--- config.mk ---
export PLATFORM = sky130hd
export DESIGN_NAME = driver_operating_mode_fsm
export DESIGN_NICKNAME = d
export VERILOG_FILES = /design/src/opmode_pkg.sv /design/src/driver_operating_mode_fsm.sv /design/src/verify_watchdog.sv
export VERILOG_INCLUDE_DIRS = /design/src /design/src/src
export SDC_FILE = /design/constraint.sdc
export NUM_CORES = 1
export LEC_CHECK = 0
export ABC_AREA = 1
export BUFFER_PORTS_ARGS = -buffer_cell sky130_fd_sc_hd__clkbuf_2
export CAP_MARGIN = 20
export CORE_MARGIN = 2
export CORE_UTILIZATION = 40
export CTS_CLUSTER_DIAMETER = 150
export CTS_CLUSTER_SIZE = 8
export DETAILED_ROUTE_END_ITERATION = 10
export PLACE_DENSITY_LB_ADDON = 0.2
export RECOVER_POWER = 50
export SLEW_MARGIN = 20
export SYNTH_ARGS = -nofsm -noshare
export SYNTH_HDL_FRONTEND = slang
export SYNTH_HIERARCHICAL = 1
export SYNTH_SLANG_ARGS = --single-unit
--- constraint.sdc ---
create_clock -name mclk -period 5.7 [get_ports mclk]
set_input_delay 0.285 -clock mclk [delete_from_list [all_inputs] [get_ports mclk]]
set_output_delay 0.285 -clock mclk [all_outputs]
set_load 0.005 [all_outputs]
--- src/opmode_consts.svh ---
/*
  Constants of the driver operating-mode block: command words, mode codes,
  and timing counts. Assumes a 100 MHz mclk.
*/
`ifndef OPMODE_CONSTS_SVH
`define OPMODE_CONSTS_SVH

// ***************************************************************
// command words
// ***************************************************************
`define CMD_ENTER_CFG 16'h1880
`define CMD_ENTER_VER 16'h1140
`define CMD_EXIT_CFG 16'h1220

// ***************************************************************
// mode field codes
// ***************************************************************
`define MODE_DEFAULT 3'h0
`define MODE_ERROR 3'h1
`define MODE_CONFIGURATION 3'h2
`define MODE_CONFIGURED 3'h3
`define MODE_ACTIVE 3'h4
`define MODE_VERIFICATION 3'h5
`define MODE_WEAK_ACTIVE 3'h6

// ***************************************************************
// timing
// ***************************************************************
`define MCLK_PERIOD_NS 10
`define REENABLE_BLOCK_CYCLES 256
`define VERIFY_TIMEOUT_US 1000
`define VERIFY_TIMEOUT_CYCLES ((`VERIFY_TIMEOUT_US * 1000) / `MCLK_PERIOD_NS)

`endif

--- src/opmode_pkg.sv ---
/*
  Types shared by the operating-mode block.
  Assumes opmode_consts.svh is on the include path.
*/
package opmode_pkg;
  // raw fault and supply conditions, levels
  typedef struct packed {
    logic collector_saturation_fault;
    logic overcurrent_fault;
    logic stage_monitor_tristate;
    logic output_disable_input;
    logic secondary_supply_undervoltage;
    logic secondary_supply_overvoltage;
    logic tertiary_supply_undervoltage;
    logic tertiary_supply_overvoltage;
    logic supervision_error;
    logic over_temperature_warning;
    logic shoot_through_error;
  } fault_in_t;

  // sticky error flags shown to the host
  typedef struct packed {
    logic class_a_collector_saturation_fault;
    logic class_a_ocp;
    logic class_a_enable_lost;
    logic class_a_tristate;
    logic class_b_supply;
    logic class_b_supervision;
    logic class_b_verify_timeout;
    logic class_c_temperature;
    logic class_c_spi;
    logic class_c_shoot_through;
  } flags_t;

  typedef enum logic [1:0] {
    TOFF_NONE,
    TOFF_REGULAR,
    TOFF_SAFE
  } turn_off_t;
endpackage

--- src/driver_operating_mode_fsm.sv ---
/*
  Operating-mode state machine of a single-channel gate driver: classifies
  fault events, moves among seven modes, starts emergency turn-offs, runs
  the verification watchdog and drives the two fault outputs.
  Assumes commands arrive as decoded 16-bit words with a one-cycle strobe,
  and that pins have already been brought into the mclk domain by the caller
  except where synchronised here.
*/
// Operation
// - class A: saturation, overcurrent, enable loss, tristate
// - class A: active->configured, weak->verification
// - class A output only on transition, tristate excepted
// - class A sets flag, keeps configuration
// - class B: supplies, supervision, verification timeout
// - class B enters error mode from anywhere
// - class B output only on transition
// - class C flagged, mode unchanged
// - emergency turn-off on A (not tristate alone), B or reset
// - re-enable refused 256 cycles after turn-off
// - ready high while no primary reset
// - enabled only in active or weak active
// - reset to default; clear sticky leaves error
// - enter configuration from default or error
// - exit configuration goes to configured mode
// - enable rising in configured enters active
// - enter verification from configuration mode
// - watchdog from verification entry raises class B
// - enable rising in verification enters weak active
// - fault outputs coincide with mode transition
// - near-simultaneous A and B both handled
// - commands accepted while failure persists
// - command words 1880, 1140, 1220 hex
// - invalid mode command discarded, SPI error flagged
// - mode readable in status mode field
`timescale 1ns/1ps
`include "opmode_consts.svh"

module driver_operating_mode_fsm #(
  parameter int VERIFY_TIMEOUT_CYCLES = `VERIFY_TIMEOUT_CYCLES,
  parameter int REENABLE_BLOCK_CYCLES = `REENABLE_BLOCK_CYCLES
) (
  // clock and reset
  input wire logic mclk,
  input wire logic rst,
  input wire logic primary_reset,
  // host command port
  input wire logic cmd_valid,
  input wire logic [15:0] cmd_word,
  input wire logic clear_sticky_bit,
  // pins
  input wire logic enable_input,
  input wire logic pwm_input,
  input wire opmode_pkg::fault_in_t faults,
  // configuration
  input wire logic tertiary_overvoltage_enable,
  // fault notifications and ready
  output logic class_a_fault_out,
  output logic class_b_fault_out,
  output logic ready_out,
  // output stage control
  output logic gate_on,
  output logic gate_weak,
  output logic gate_tristate,
  output opmode_pkg::turn_off_t turn_off_req,
  // status
  output logic [2:0] mode_field,
  output opmode_pkg::flags_t status_flags,
  output logic reenable_blocked
);
  import opmode_pkg::*;

  typedef enum logic [2:0] {
    ST_DEFAULT,
    ST_ERROR,
    ST_CONFIGURATION,
    ST_CONFIGURED,
    ST_ACTIVE,
    ST_VERIFICATION,
    ST_WEAK_ACTIVE
  } mode_t;

  // ***************************************************************
  // input synchronisers
  // ***************************************************************
  // pins are asynchronous to mclk; second stage is the only reader of the first
  localparam int NSYNC = 13;
  logic [NSYNC-1:0] sync1_q, sync2_q;
  logic en_prev_q;
  logic [NSYNC-1:0] raw_pins;
  assign raw_pins = {enable_input, pwm_input, faults};

  always_ff @(posedge mclk) begin
    if (rst) begin
      sync1_q <= '0;
      sync2_q <= '0;
      en_prev_q <= 1'b0;
    end else begin
      sync1_q <= raw_pins;
      sync2_q <= sync1_q;
      en_prev_q <= sync2_q[NSYNC-1];
    end
  end

  logic en_s, pwm_s;
  fault_in_t f;
  assign en_s = sync2_q[NSYNC-1];
  assign pwm_s = sync2_q[NSYNC-2];
  assign f = fault_in_t'(sync2_q[NSYNC-3:0]);

  logic en_rise, en_fall;
  assign en_rise = en_s && !en_prev_q;
  assign en_fall = !en_s && en_prev_q;

  // ***************************************************************
  // event classification
  // ***************************************************************
  logic wd_expired;
  logic ev_safe, ev_tristate, ev_a, ev_a_eto, ev_b_cond, ev_b;
  assign ev_safe = f.collector_saturation_fault | f.overcurrent_fault;
  assign ev_tristate = f.stage_monitor_tristate | f.output_disable_input;
  assign ev_a_eto = ev_safe | en_fall;
  assign ev_a = ev_a_eto | ev_tristate;
  // tertiary overvoltage only counts when its enable is set
  assign ev_b_cond = f.secondary_supply_undervoltage | f.secondary_supply_overvoltage
    | f.tertiary_supply_undervoltage | (f.tertiary_supply_overvoltage & tertiary_overvoltage_enable)
    | f.supervision_error;
  assign ev_b = ev_b_cond | wd_expired;

  // command decode
  function automatic logic is_mode_cmd(input logic [15:0] w);
    is_mode_cmd = (w == `CMD_ENTER_CFG) || (w == `CMD_ENTER_VER) || (w == `CMD_EXIT_CFG);
  endfunction

  // ***************************************************************
  // mode state machine
  // ***************************************************************
  mode_t mode_q, mode_d;
  logic cfg_pending_q, cfg_pending_d;
  logic fa_d, fb_d, spi_err_d, wd_start;
  turn_off_t toff_d;

  always_comb begin
    mode_d = mode_q;
    cfg_pending_d = cfg_pending_q;
    fa_d = 1'b0;
    fb_d = 1'b0;
    spi_err_d = 1'b0;
    wd_start = 1'b0;
    toff_d = TOFF_NONE;
    // commands first, so a persisting failure still overrides below
    if (cmd_valid && is_mode_cmd(cmd_word)) begin
      case (mode_q)
        ST_DEFAULT: begin
          if (cmd_word == `CMD_ENTER_CFG) begin
            mode_d = ST_CONFIGURATION;
          end else begin
            spi_err_d = 1'b1;
          end
        end
        ST_ERROR: begin
          // only parks the request while class B conditions are still present
          if (cmd_word == `CMD_ENTER_CFG && !ev_b) begin
            mode_d = ST_CONFIGURATION;
          end else if (cmd_word == `CMD_ENTER_CFG) begin
            cfg_pending_d = 1'b1;
          end else begin
            spi_err_d = 1'b1;
          end
        end
        ST_CONFIGURATION: begin
          if (cmd_word == `CMD_EXIT_CFG) begin
            mode_d = ST_CONFIGURED;
          end else if (cmd_word == `CMD_ENTER_VER) begin
            mode_d = ST_VERIFICATION;
            wd_start = 1'b1;
          end else begin
            spi_err_d = 1'b1;
          end
        end
        default: begin
          spi_err_d = 1'b1;
        end
      endcase
    end
    // pending enter-configuration waits for class B conditions to clear
    if (mode_q == ST_ERROR && cfg_pending_q && !ev_b) begin
      mode_d = ST_CONFIGURATION;
      cfg_pending_d = 1'b0;
    end else if (mode_q == ST_ERROR && clear_sticky_bit && !ev_b && !cfg_pending_d && mode_d == ST_ERROR) begin
      mode_d = ST_DEFAULT;
    end
    if (mode_q != ST_ERROR) begin
      cfg_pending_d = 1'b0;
    end
    // enable rising edge, blocked right after an emergency turn-off
    // a class A still present keeps the device disabled
    if (en_rise && !reenable_blocked && !ev_a) begin
      if (mode_q == ST_CONFIGURED) begin
        mode_d = ST_ACTIVE;
      end else if (mode_q == ST_VERIFICATION) begin
        mode_d = ST_WEAK_ACTIVE;
      end
    end
    // class A; tristate alone does no turn-off
    if (ev_a_eto) begin
      toff_d = ev_safe ? TOFF_SAFE : TOFF_REGULAR;
    end
    if (ev_a) begin
      if (mode_q == ST_ACTIVE) begin
        mode_d = ST_CONFIGURED;
        fa_d = 1'b1;
      end else if (mode_q == ST_WEAK_ACTIVE) begin
        mode_d = ST_VERIFICATION;
        fa_d = 1'b1;
      end else if (ev_tristate) begin
        fa_d = 1'b1;
      end
    end
    // class B wins over A in the same cycle; the class A turn-off kind is kept
    if (ev_b) begin
      if (toff_d == TOFF_NONE) begin
        toff_d = TOFF_REGULAR;
      end
      if (mode_q != ST_ERROR) begin
        mode_d = ST_ERROR;
        fb_d = 1'b1;
        cfg_pending_d = 1'b0;
      end
    end
  end

  // fault outputs registered with the mode, so they change on the same edge
  always_ff @(posedge mclk) begin
    if (rst) begin
      mode_q <= ST_DEFAULT;
      cfg_pending_q <= 1'b0;
      class_a_fault_out <= 1'b0;
      class_b_fault_out <= 1'b0;
      turn_off_req <= TOFF_REGULAR;
    end else begin
      mode_q <= mode_d;
      cfg_pending_q <= cfg_pending_d;
      class_a_fault_out <= fa_d;
      class_b_fault_out <= fb_d;
      turn_off_req <= toff_d;
    end
  end

  // ***************************************************************
  // re-enable blocking window
  // ***************************************************************
  // a reset also counts as a turn-off, so the window opens from reset
  logic [15:0] block_q, block_d;
  always_comb begin
    block_d = block_q;
    if (toff_d != TOFF_NONE) begin
      block_d = 16'(REENABLE_BLOCK_CYCLES);
    end else if (block_q != 16'h0) begin
      block_d = block_q - 16'h1;
    end
  end

  always_ff @(posedge mclk) begin
    if (rst) begin
      block_q <= 16'(REENABLE_BLOCK_CYCLES);
    end else begin
      block_q <= block_d;
    end
  end
  assign reenable_blocked = (block_q != 16'h0);

  // ***************************************************************
  // status flags
  // ***************************************************************
  // sticky: set wins over clear; configuration is not touched here
  flags_t flags_q, flags_d, set_v;
  always_comb begin
    set_v = '0;
    set_v.class_a_collector_saturation_fault = f.collector_saturation_fault;
    set_v.class_a_ocp = f.overcurrent_fault;
    set_v.class_a_enable_lost = en_fall;
    set_v.class_a_tristate = ev_tristate;
    set_v.class_b_supply = f.secondary_supply_undervoltage | f.secondary_supply_overvoltage
      | f.tertiary_supply_undervoltage | (f.tertiary_supply_overvoltage & tertiary_overvoltage_enable);
    set_v.class_b_supervision = f.supervision_error;
    set_v.class_b_verify_timeout = wd_expired;
    set_v.class_c_temperature = f.over_temperature_warning;
    set_v.class_c_spi = spi_err_d;
    set_v.class_c_shoot_through = f.shoot_through_error;
    flags_d = (clear_sticky_bit ? '0 : flags_q) | set_v;
  end

  always_ff @(posedge mclk) begin
    if (rst) begin
      flags_q <= '0;
    end else begin
      flags_q <= flags_d;
    end
  end
  assign status_flags = flags_q;

  // ***************************************************************
  // watchdog
  // ***************************************************************
  verify_watchdog #(
    .TIMEOUT_CYCLES(VERIFY_TIMEOUT_CYCLES)
  ) u_watchdog (
    .mclk(mclk),
    .rst(rst),
    .start(wd_start),
    .keep(mode_d == ST_VERIFICATION || mode_d == ST_WEAK_ACTIVE),
    .expired(wd_expired)
  );

  // ***************************************************************
  // output stage and status
  // ***************************************************************
  // gate driven only when enabled; tristate overrides everything
  logic gate_on_q, gate_weak_q, tri_q, ready_q;
  always_ff @(posedge mclk) begin
    if (rst) begin
      gate_on_q <= 1'b0;
      gate_weak_q <= 1'b0;
      tri_q <= 1'b0;
      ready_q <= 1'b0;
    end else begin
      gate_on_q <= pwm_s && !ev_tristate && (mode_d == ST_ACTIVE);
      gate_weak_q <= pwm_s && !ev_tristate && (mode_d == ST_WEAK_ACTIVE);
      tri_q <= ev_tristate;
      ready_q <= !primary_reset;
    end
  end
  assign gate_on = gate_on_q;
  assign gate_weak = gate_weak_q;
  assign gate_tristate = tri_q;
  assign ready_out = ready_q;
  assign mode_field = 3'(mode_q);
endmodule

--- src/verify_watchdog.sv ---
/*
  Verification-mode watchdog: counts while armed, pulses on expiry.
  Assumes start is a one-cycle pulse from the mode machine in mclk domain.
*/
`timescale 1ns/1ps
`include "opmode_consts.svh"

module verify_watchdog #(
  parameter int TIMEOUT_CYCLES = `VERIFY_TIMEOUT_CYCLES
) (
  // clock and reset
  input wire logic mclk,
  input wire logic rst,
  // control
  input wire logic start,
  input wire logic keep,
  output logic expired
);
  logic [31:0] count_q, count_d;
  logic run_q, run_d;
  logic expired_d;

  // ***************************************************************
  // counter
  // ***************************************************************
  // not restarted by keep; only start reloads, so weak active inherits time
  always_comb begin
    count_d = count_q;
    run_d = run_q;
    expired_d = 1'b0;
    if (start) begin
      count_d = 32'h0;
      run_d = 1'b1;
    end else if (run_q && !keep) begin
      run_d = 1'b0;
    end else if (run_q) begin
      if (count_q >= 32'(TIMEOUT_CYCLES - 1)) begin
        expired_d = 1'b1;
        run_d = 1'b0;
      end else begin
        count_d = count_q + 32'h1;
      end
    end
  end

  always_ff @(posedge mclk) begin
    if (rst) begin
      count_q <= 32'h0;
      run_q <= 1'b0;
      expired <= 1'b0;
    end else begin
      count_q <= count_d;
      run_q <= run_d;
      expired <= expired_d;
    end
  end
endmodule

After elaboration in Yosys (flattened, before gate mapping)
Cells that the tools add are included.
{ "classes": {"addsub": 2, "n_lt_le_gt_ge": 1, "n_eq_ne": 14, "mux": 48, "bitwise": 16, "n_reduce_logical": 38} }
{ "op_table": {"columns": ["cell", "count"], "rows": [
  ["$eq 16x13->1 const B", 3],
  ["$mux 3", 15],
  ["$add 32x1->32 const B", 1],
  ["$ge 32x17->1 const B", 1],
  ["$mux 1", 26],
  ["$eq 3x3->1 const B", 6],
  ["$logic_and 1x1->1", 16],
  ["$reduce_bool 16->1", 1],
  ["$sub 16x1->16 const B", 1],
  ["$mux 10", 1],
  ["$or 10x10->10", 1],
  ["$logic_not 1->1", 9],
  ["$or 1x1->1", 9],
  ["$pmux 3 s3", 1],
  ["$mux 2", 4],
  ["$reduce_or 2->1", 4],
  ["$eq 3x1->1 const B", 2],
  ["$eq 3x2->1 const B", 2],
  ["$not 1->1", 5],
  ["$reduce_or 4->1", 1],
  ["$logic_not 3->1", 1],
  ["$logic_or 1x1->1", 3],
  ["$ne 3x1->1 const B", 1],
  ["$pmux 1 s3", 1],
  ["4 further kinds", 4]
]} }
{ "totals": {"reg_bits": 99, "in_bits": 35, "output_inout_bits": 22} }

Logic depth before layout (Yosys ltp)
{ "logic_depth": {"ltp_word": 29, "depth_mapped": 22} }

Hierarchy
Netlist, hierarchy kept.
{ "by_module_without_submodules": {"columns": ["mod", "n_inst", "cells_each", "area_per_inst_um2"], "rows": [
  ["driver_operating_mode_fsm", 1, 409, 2902.8],
  ["verify_watchdog", 1, 230, 1562.7]
]} }

Worst setup path after synthesis
No wires, ideal clock.
{ "synth_path": {"kind": "reg-to-reg", "start": "register block_q[0]", "end": "register u_watchdog.count_q[0]", "setup_time_ns": 0.116, "arrival_ns": 2.115, "t_required_ns": 5.584, "setup_slack_ns": 3.469, "path_stages_with_launch": 19, "synth_period_minus_slack_ns": 2.231, "cell_sequence": "dfxtp_1 > inv_1 > ha_1 > nand3_2 > inv_1 > nand4_4 > nor2_2 > a21oi_1 > nand2_1 > nor2_2 > nand2_2 > nand2_1 > nand3_2 > nand2_1 > nand2_1 > nor2_8 > inv_1 > o21ai_0 > nor2_1"} }
{ "synth_between": {"elab_chain_len": 16} }
{ "synth_lines": {"columns": ["item", "line_no", "rtl"], "rows": [
  ["start, declared", "driver_operating_mode_fsm.sv:253", "logic [15:0] block_q, block_d;"],
  ["start signal, assigned", "driver_operating_mode_fsm.sv:265", "block_q <= 16'(REENABLE_BLOCK_CYCLES);"],
  ["start signal, assigned", "driver_operating_mode_fsm.sv:267", "block_q <= block_d;"],
  ["$reduce_bool 16->1 *", "driver_operating_mode_fsm.sv:270", "assign reenable_blocked = (block_q != 16'h0);"],
  ["named net reenable_blocked", "driver_operating_mode_fsm.sv:68", "output logic reenable_blocked"],
  ["$logic_not 1->1 *", "driver_operating_mode_fsm.sv:197", "if (en_rise && !reenable_blocked && !ev_a) begin"],
  ["$logic_and 1x1->1 * (2 in series)", "driver_operating_mode_fsm.sv:197", null],
  ["$mux 3 *", "driver_operating_mode_fsm.sv:197", null],
  ["$mux 3", "driver_operating_mode_fsm.sv:212", "end else if (mode_q == ST_WEAK_ACTIVE) begin"],
  ["$mux 3", "driver_operating_mode_fsm.sv:209", "if (mode_q == ST_ACTIVE) begin"],
  ["$mux 3 *", "driver_operating_mode_fsm.sv:208", "if (ev_a) begin"],
  ["$mux 3", "driver_operating_mode_fsm.sv:224", "if (mode_q != ST_ERROR) begin"],
  ["$mux 3 *", "driver_operating_mode_fsm.sv:220", "if (ev_b) begin"],
  ["$eq 3x3->1", "driver_operating_mode_fsm.sv:311", ".keep(mode_d == ST_VERIFICATION || mode_d == ST_WEAK_ACTIVE),"],
  ["$logic_or 1x1->1 *", "driver_operating_mode_fsm.sv:311", null],
  ["$logic_not 1->1 *", "verify_watchdog.sv:34", "end else if (run_q && !keep) begin"],
  ["$logic_and 1x1->1 *", "verify_watchdog.sv:34", null],
  ["$not 1->1 (no line) *", null, null],
  ["$reduce_and 3->1 (no line) *", null, null],
  ["end signal, assigned", "verify_watchdog.sv:52", "count_q <= count_d;"],
  ["end, declared", "verify_watchdog.sv:19", "logic [31:0] count_q, count_d;"]
]} }
Mark *: on every way through the listed nets, which the timed path passes. The rest lies on a longest branch.
A chain may end at the register's enable or synchronous reset.

Worst setup path in the final report
{ "layout_path": {"start": "input port rst", "end": "register u_watchdog.count_q[16]"} }
{ "layout_between": {"elab_chain_len": 1} }
{ "layout_lines": {"columns": ["item", "line_no", "rtl"], "rows": [
  ["start, declared", "driver_operating_mode_fsm.sv:44", "input wire logic rst,"],
  ["$reduce_or 2->1 (no line)", null, null]
]} }
No other way between the ends.

==> impl_metrics.tcl <==
set metrics [dict create \
    area_growth_pct 12.6 \
    critPathRequiredTime_ns 5.93 \
    grt_pass1_vias 3621 \
    h-tree-depth 3 \
    reg2reg_from "block_q[0]" \
    hold_viol 0 \
    crit_start "rst" \
    ys.flop_type "dfxtp_1" \
    initial_utilization_pct 41.0 \
    grt_max_degree 48 \
    core_area_um2 10900 \
    swShare_pct 28.8 \
    cts_root_buf "clkbuf_8" \
    min_delay_path_depth 2 \
    firstDrtPassIters 4 \
    cpMostUsedCell "nor2_1" \
    synth-edff-count 0 \
    internal_power_uw 963 \
    avgSynthCellArea_um2 6.99 \
    synth_area_um2 4470 \
    ctsResizeCount 0 \
    cp_slowest_cell "clkbuf_1" \
    dp_hpwl_um 6560 \
    min_from "primary_reset" \
    setup_viol 0 \
    fin_crit_ns 2.91 \
    die_h_um 110 \
    synth_cell_types 37 \
    crit_path_cell_trace "clkbuf_1 > nor2_1 > inv_1 > nor2_1" \
    max_stage_delay_ns 1.41 \
    p_sw_uw 390 \
    critPathMaxFanout 47 \
    ant_nets 0 \
    synth_async_sr_flop_share_pct 0 \
    postCtsSetupRepairBufs 0 \
    cts_buffers 9 \
    fp-row-count 38 \
    p_total_uw 1350 \
    tns_ns 0 \
    drive_above_1_share_pct 16.2 \
    tightest_slew_ns 2.02 \
    antenna_found_initial 0 \
    grt_usage_pct 16.2 \
    pwr-share-clk_pct 31.2 \
    p_comb_share_pct 14.1 \
    violations "max-capacitance violations, max-slew violations" \
    route.met2.wl_um 4000 \
    hold-worst-slack_ns 0.0746 \
    yosys_warnings 6 \
    cts_max_path_buffers 2 \
    syn_inst 639 \
    multi_input_area_um2 2010 \
    min_path_type "in -> reg" \
    cts_sinks 99 \
    cts_hold_buffers 0 \
    gp_congestion 0.826 \
    rsz0062_at_grt "no" \
    worst_slew_margin_rel_pct -35.0 \
    route.detailed.drc 0 \
    end_kind "flip-flop" \
    power_frac_seq_pct 54.7 \
    critPathKind "in -> reg" \
    fillers 1072 \
    final_nets 731 \
    power-per-cell-area_nw_per_um2 269 \
    outcome "finished with violations" \
    ys_seq_area_share_pct 44.4 \
    finClkSkew_ns 0.0141 \
    vias 3806 \
    yosysTopAreaCellShare_pct 44.4 \
    synth_top_cell_by_area "dfxtp_1" \
    drv_slew 48 \
    grt.overflow.total 0 \
    setup.worst_path.start_class "input pin" \
    vias_per_cell 4.54 \
    wl_per_cell_um 10.3 \
    grt_pass1_wl_um 15600 \
    netlist_top_cells_area "dfxtp_1 (44%), nor2_1 (12%), nand2_1 (9.2%)" \
    antenna_cells 0 \
    design.die.area_um2 12000 \
    arrival_ns 3.14 \
    drv_cap 1 \
    drt_iter0_markers 210 \
    routed_wl_um 8620 \
    synth_nets 676 \
    cts_tree "done" \
    fmax_ghz 0.344 \
    period_share_pct 51.0 \
    drt-met1-wl_um 4150 \
    p_leak_uw 0.00226 \
    io-pin-count 57 \
    die_w_um 110 \
    ir_worst_vdd_mv 0.169 \
    rr_worst_depth 19 \
    top_layer "met4" \
    portBuffers 56 \
    worstSkewPairLatency_ns 0.36 \
    ys_ff_latch 99 \
    synth_most_common_cell "nor2_1" \
    regArea_um2 1980 \
    met3_length_um 400 \
    synthTopCellsByCount "nor2_1 (142), nand2_1 (110), inv_1 (100), dfxtp_1 (99), a21oi_1 (39)" \
    cts.clk_slew.worst_paths_ns 0.10 \
]
-- metrics by stage --
step | util, % | instances | instance area, um^2 | setup slack (ns)
6_report | 46.2 | 839 | 5030 | 2.79
5_1_grt | 46.2 | 839 | 5030 | 2.38
4_1_cts | 46.3 | 839 | 5040 | 3.10
3_5_place_dp | 44.6 | 823 | 4860 | 3.12
3_3_place_gp | 44.6 | 823 | 4860 | 3.21
2_1_floorplan | - | 639 | 4470 | 3.47
-- critical path, delay by kind of cell --
kind	cells	cell delay [ns]
buffers and inverters	2	2.10
AND/OR/NAND/NOR	2	0.72
-- power groups by stage --
| stage | Sequential [uW] | Combinational, uW | Clock, uW |
|---|---|---|---|
| floorplan | 753 | 141 | 0 |
| global placement | 756 | 189 | 0 |
| detailed placement | 756 | 193 | 0 |
| CTS | 740 | 193 | 441 |
| global route | 744 | 220 | 468 |
| finish | 740 | 191 | 422 |
-- final cells by class --
class / count / area share, %
Clock buffer: 11 / 2.81
Multi-Input combinational cell: 418 / 40.0
Tap cell: 140 / 3.49
Sequential cell: 99 / 39.4
Timing Repair Buffer: 56 / 5.25
Inverter: 110 / 8.22
Clock inverter: 5 / 0.822
-- final timing paths --
| kind | slack (ns) | endpoint |
|---|---|---|
| setup / recovery | 2.79 | u_watchdog/count_q[16] |
| hold / removal | 0.07 | ready_out |
| setup reg to reg | 3.11 | u_watchdog/count_q[9] |
| hold reg to reg | 0.40 | sync2_q[11] |
-- sequential cells by signal, summed over array words and instances, names as in the netlist --
name and flops:
block_q 16, cfg_pending_q 1, class_a_fault_out 1, class_b_fault_out 1, en_prev_q 1, gate_on 1, gate_tristate 1, gate_weak 1
mode_field 3, ready_out 1, status_flags 10, sync1_q 13, sync2_q 13, turn_off_req 2, u_watchdog/count_q 32, u_watchdog/expired 1
u_watchdog/run_q 1
-- cell families after synthesis --
logic type                 count (synthesis)  share of synthesized area, %
and+or+nand+nor                          345                          35.4
buffers and inverters                    122                          10.6
DFF                                       99                          44.4
AOI/OAI and AO/OA                         65                          7.90
xor gates and xnor gates                   6                          1.18
adders and majority gates                  2                         0.560
-- cells in the final DEF (no fill, tap or decap), drive strengths merged --
cell type | Yosys | routed
a31oi | 1 | 1
a2111oi | 1 | 1
ha | 2 | 2
clkinv | 2 | 3
nor4 | 3 | 3
o21ai | 19 | 19
o21a | 2 | 2
inv | 108 | 111
o211ai | 2 | 2
nor3 | 7 | 7
clkbuf | 8 | 67
a21oi | 39 | 39
clkinvlp | 0 | 1
nand4 | 7 | 7
xor2 | 4 | 4
nand3 | 42 | 42
nor2 | 164 | 164
or2 | 2 | 2
nand2 | 120 | 120
xnor2 | 2 | 2
a211oi | 1 | 1
dfxtp | 99 | 99
-- routing by layer --
metal | track usage (%) | vias to the layer above
met2 | 27.6 | 56
met1 | 19.7 | 1668
met5 | 0 | -
met3 | 4.62 | 7
met4 | 5.06 | 0
li1 | - | 2075
Power figures use the tool's default switching activity.
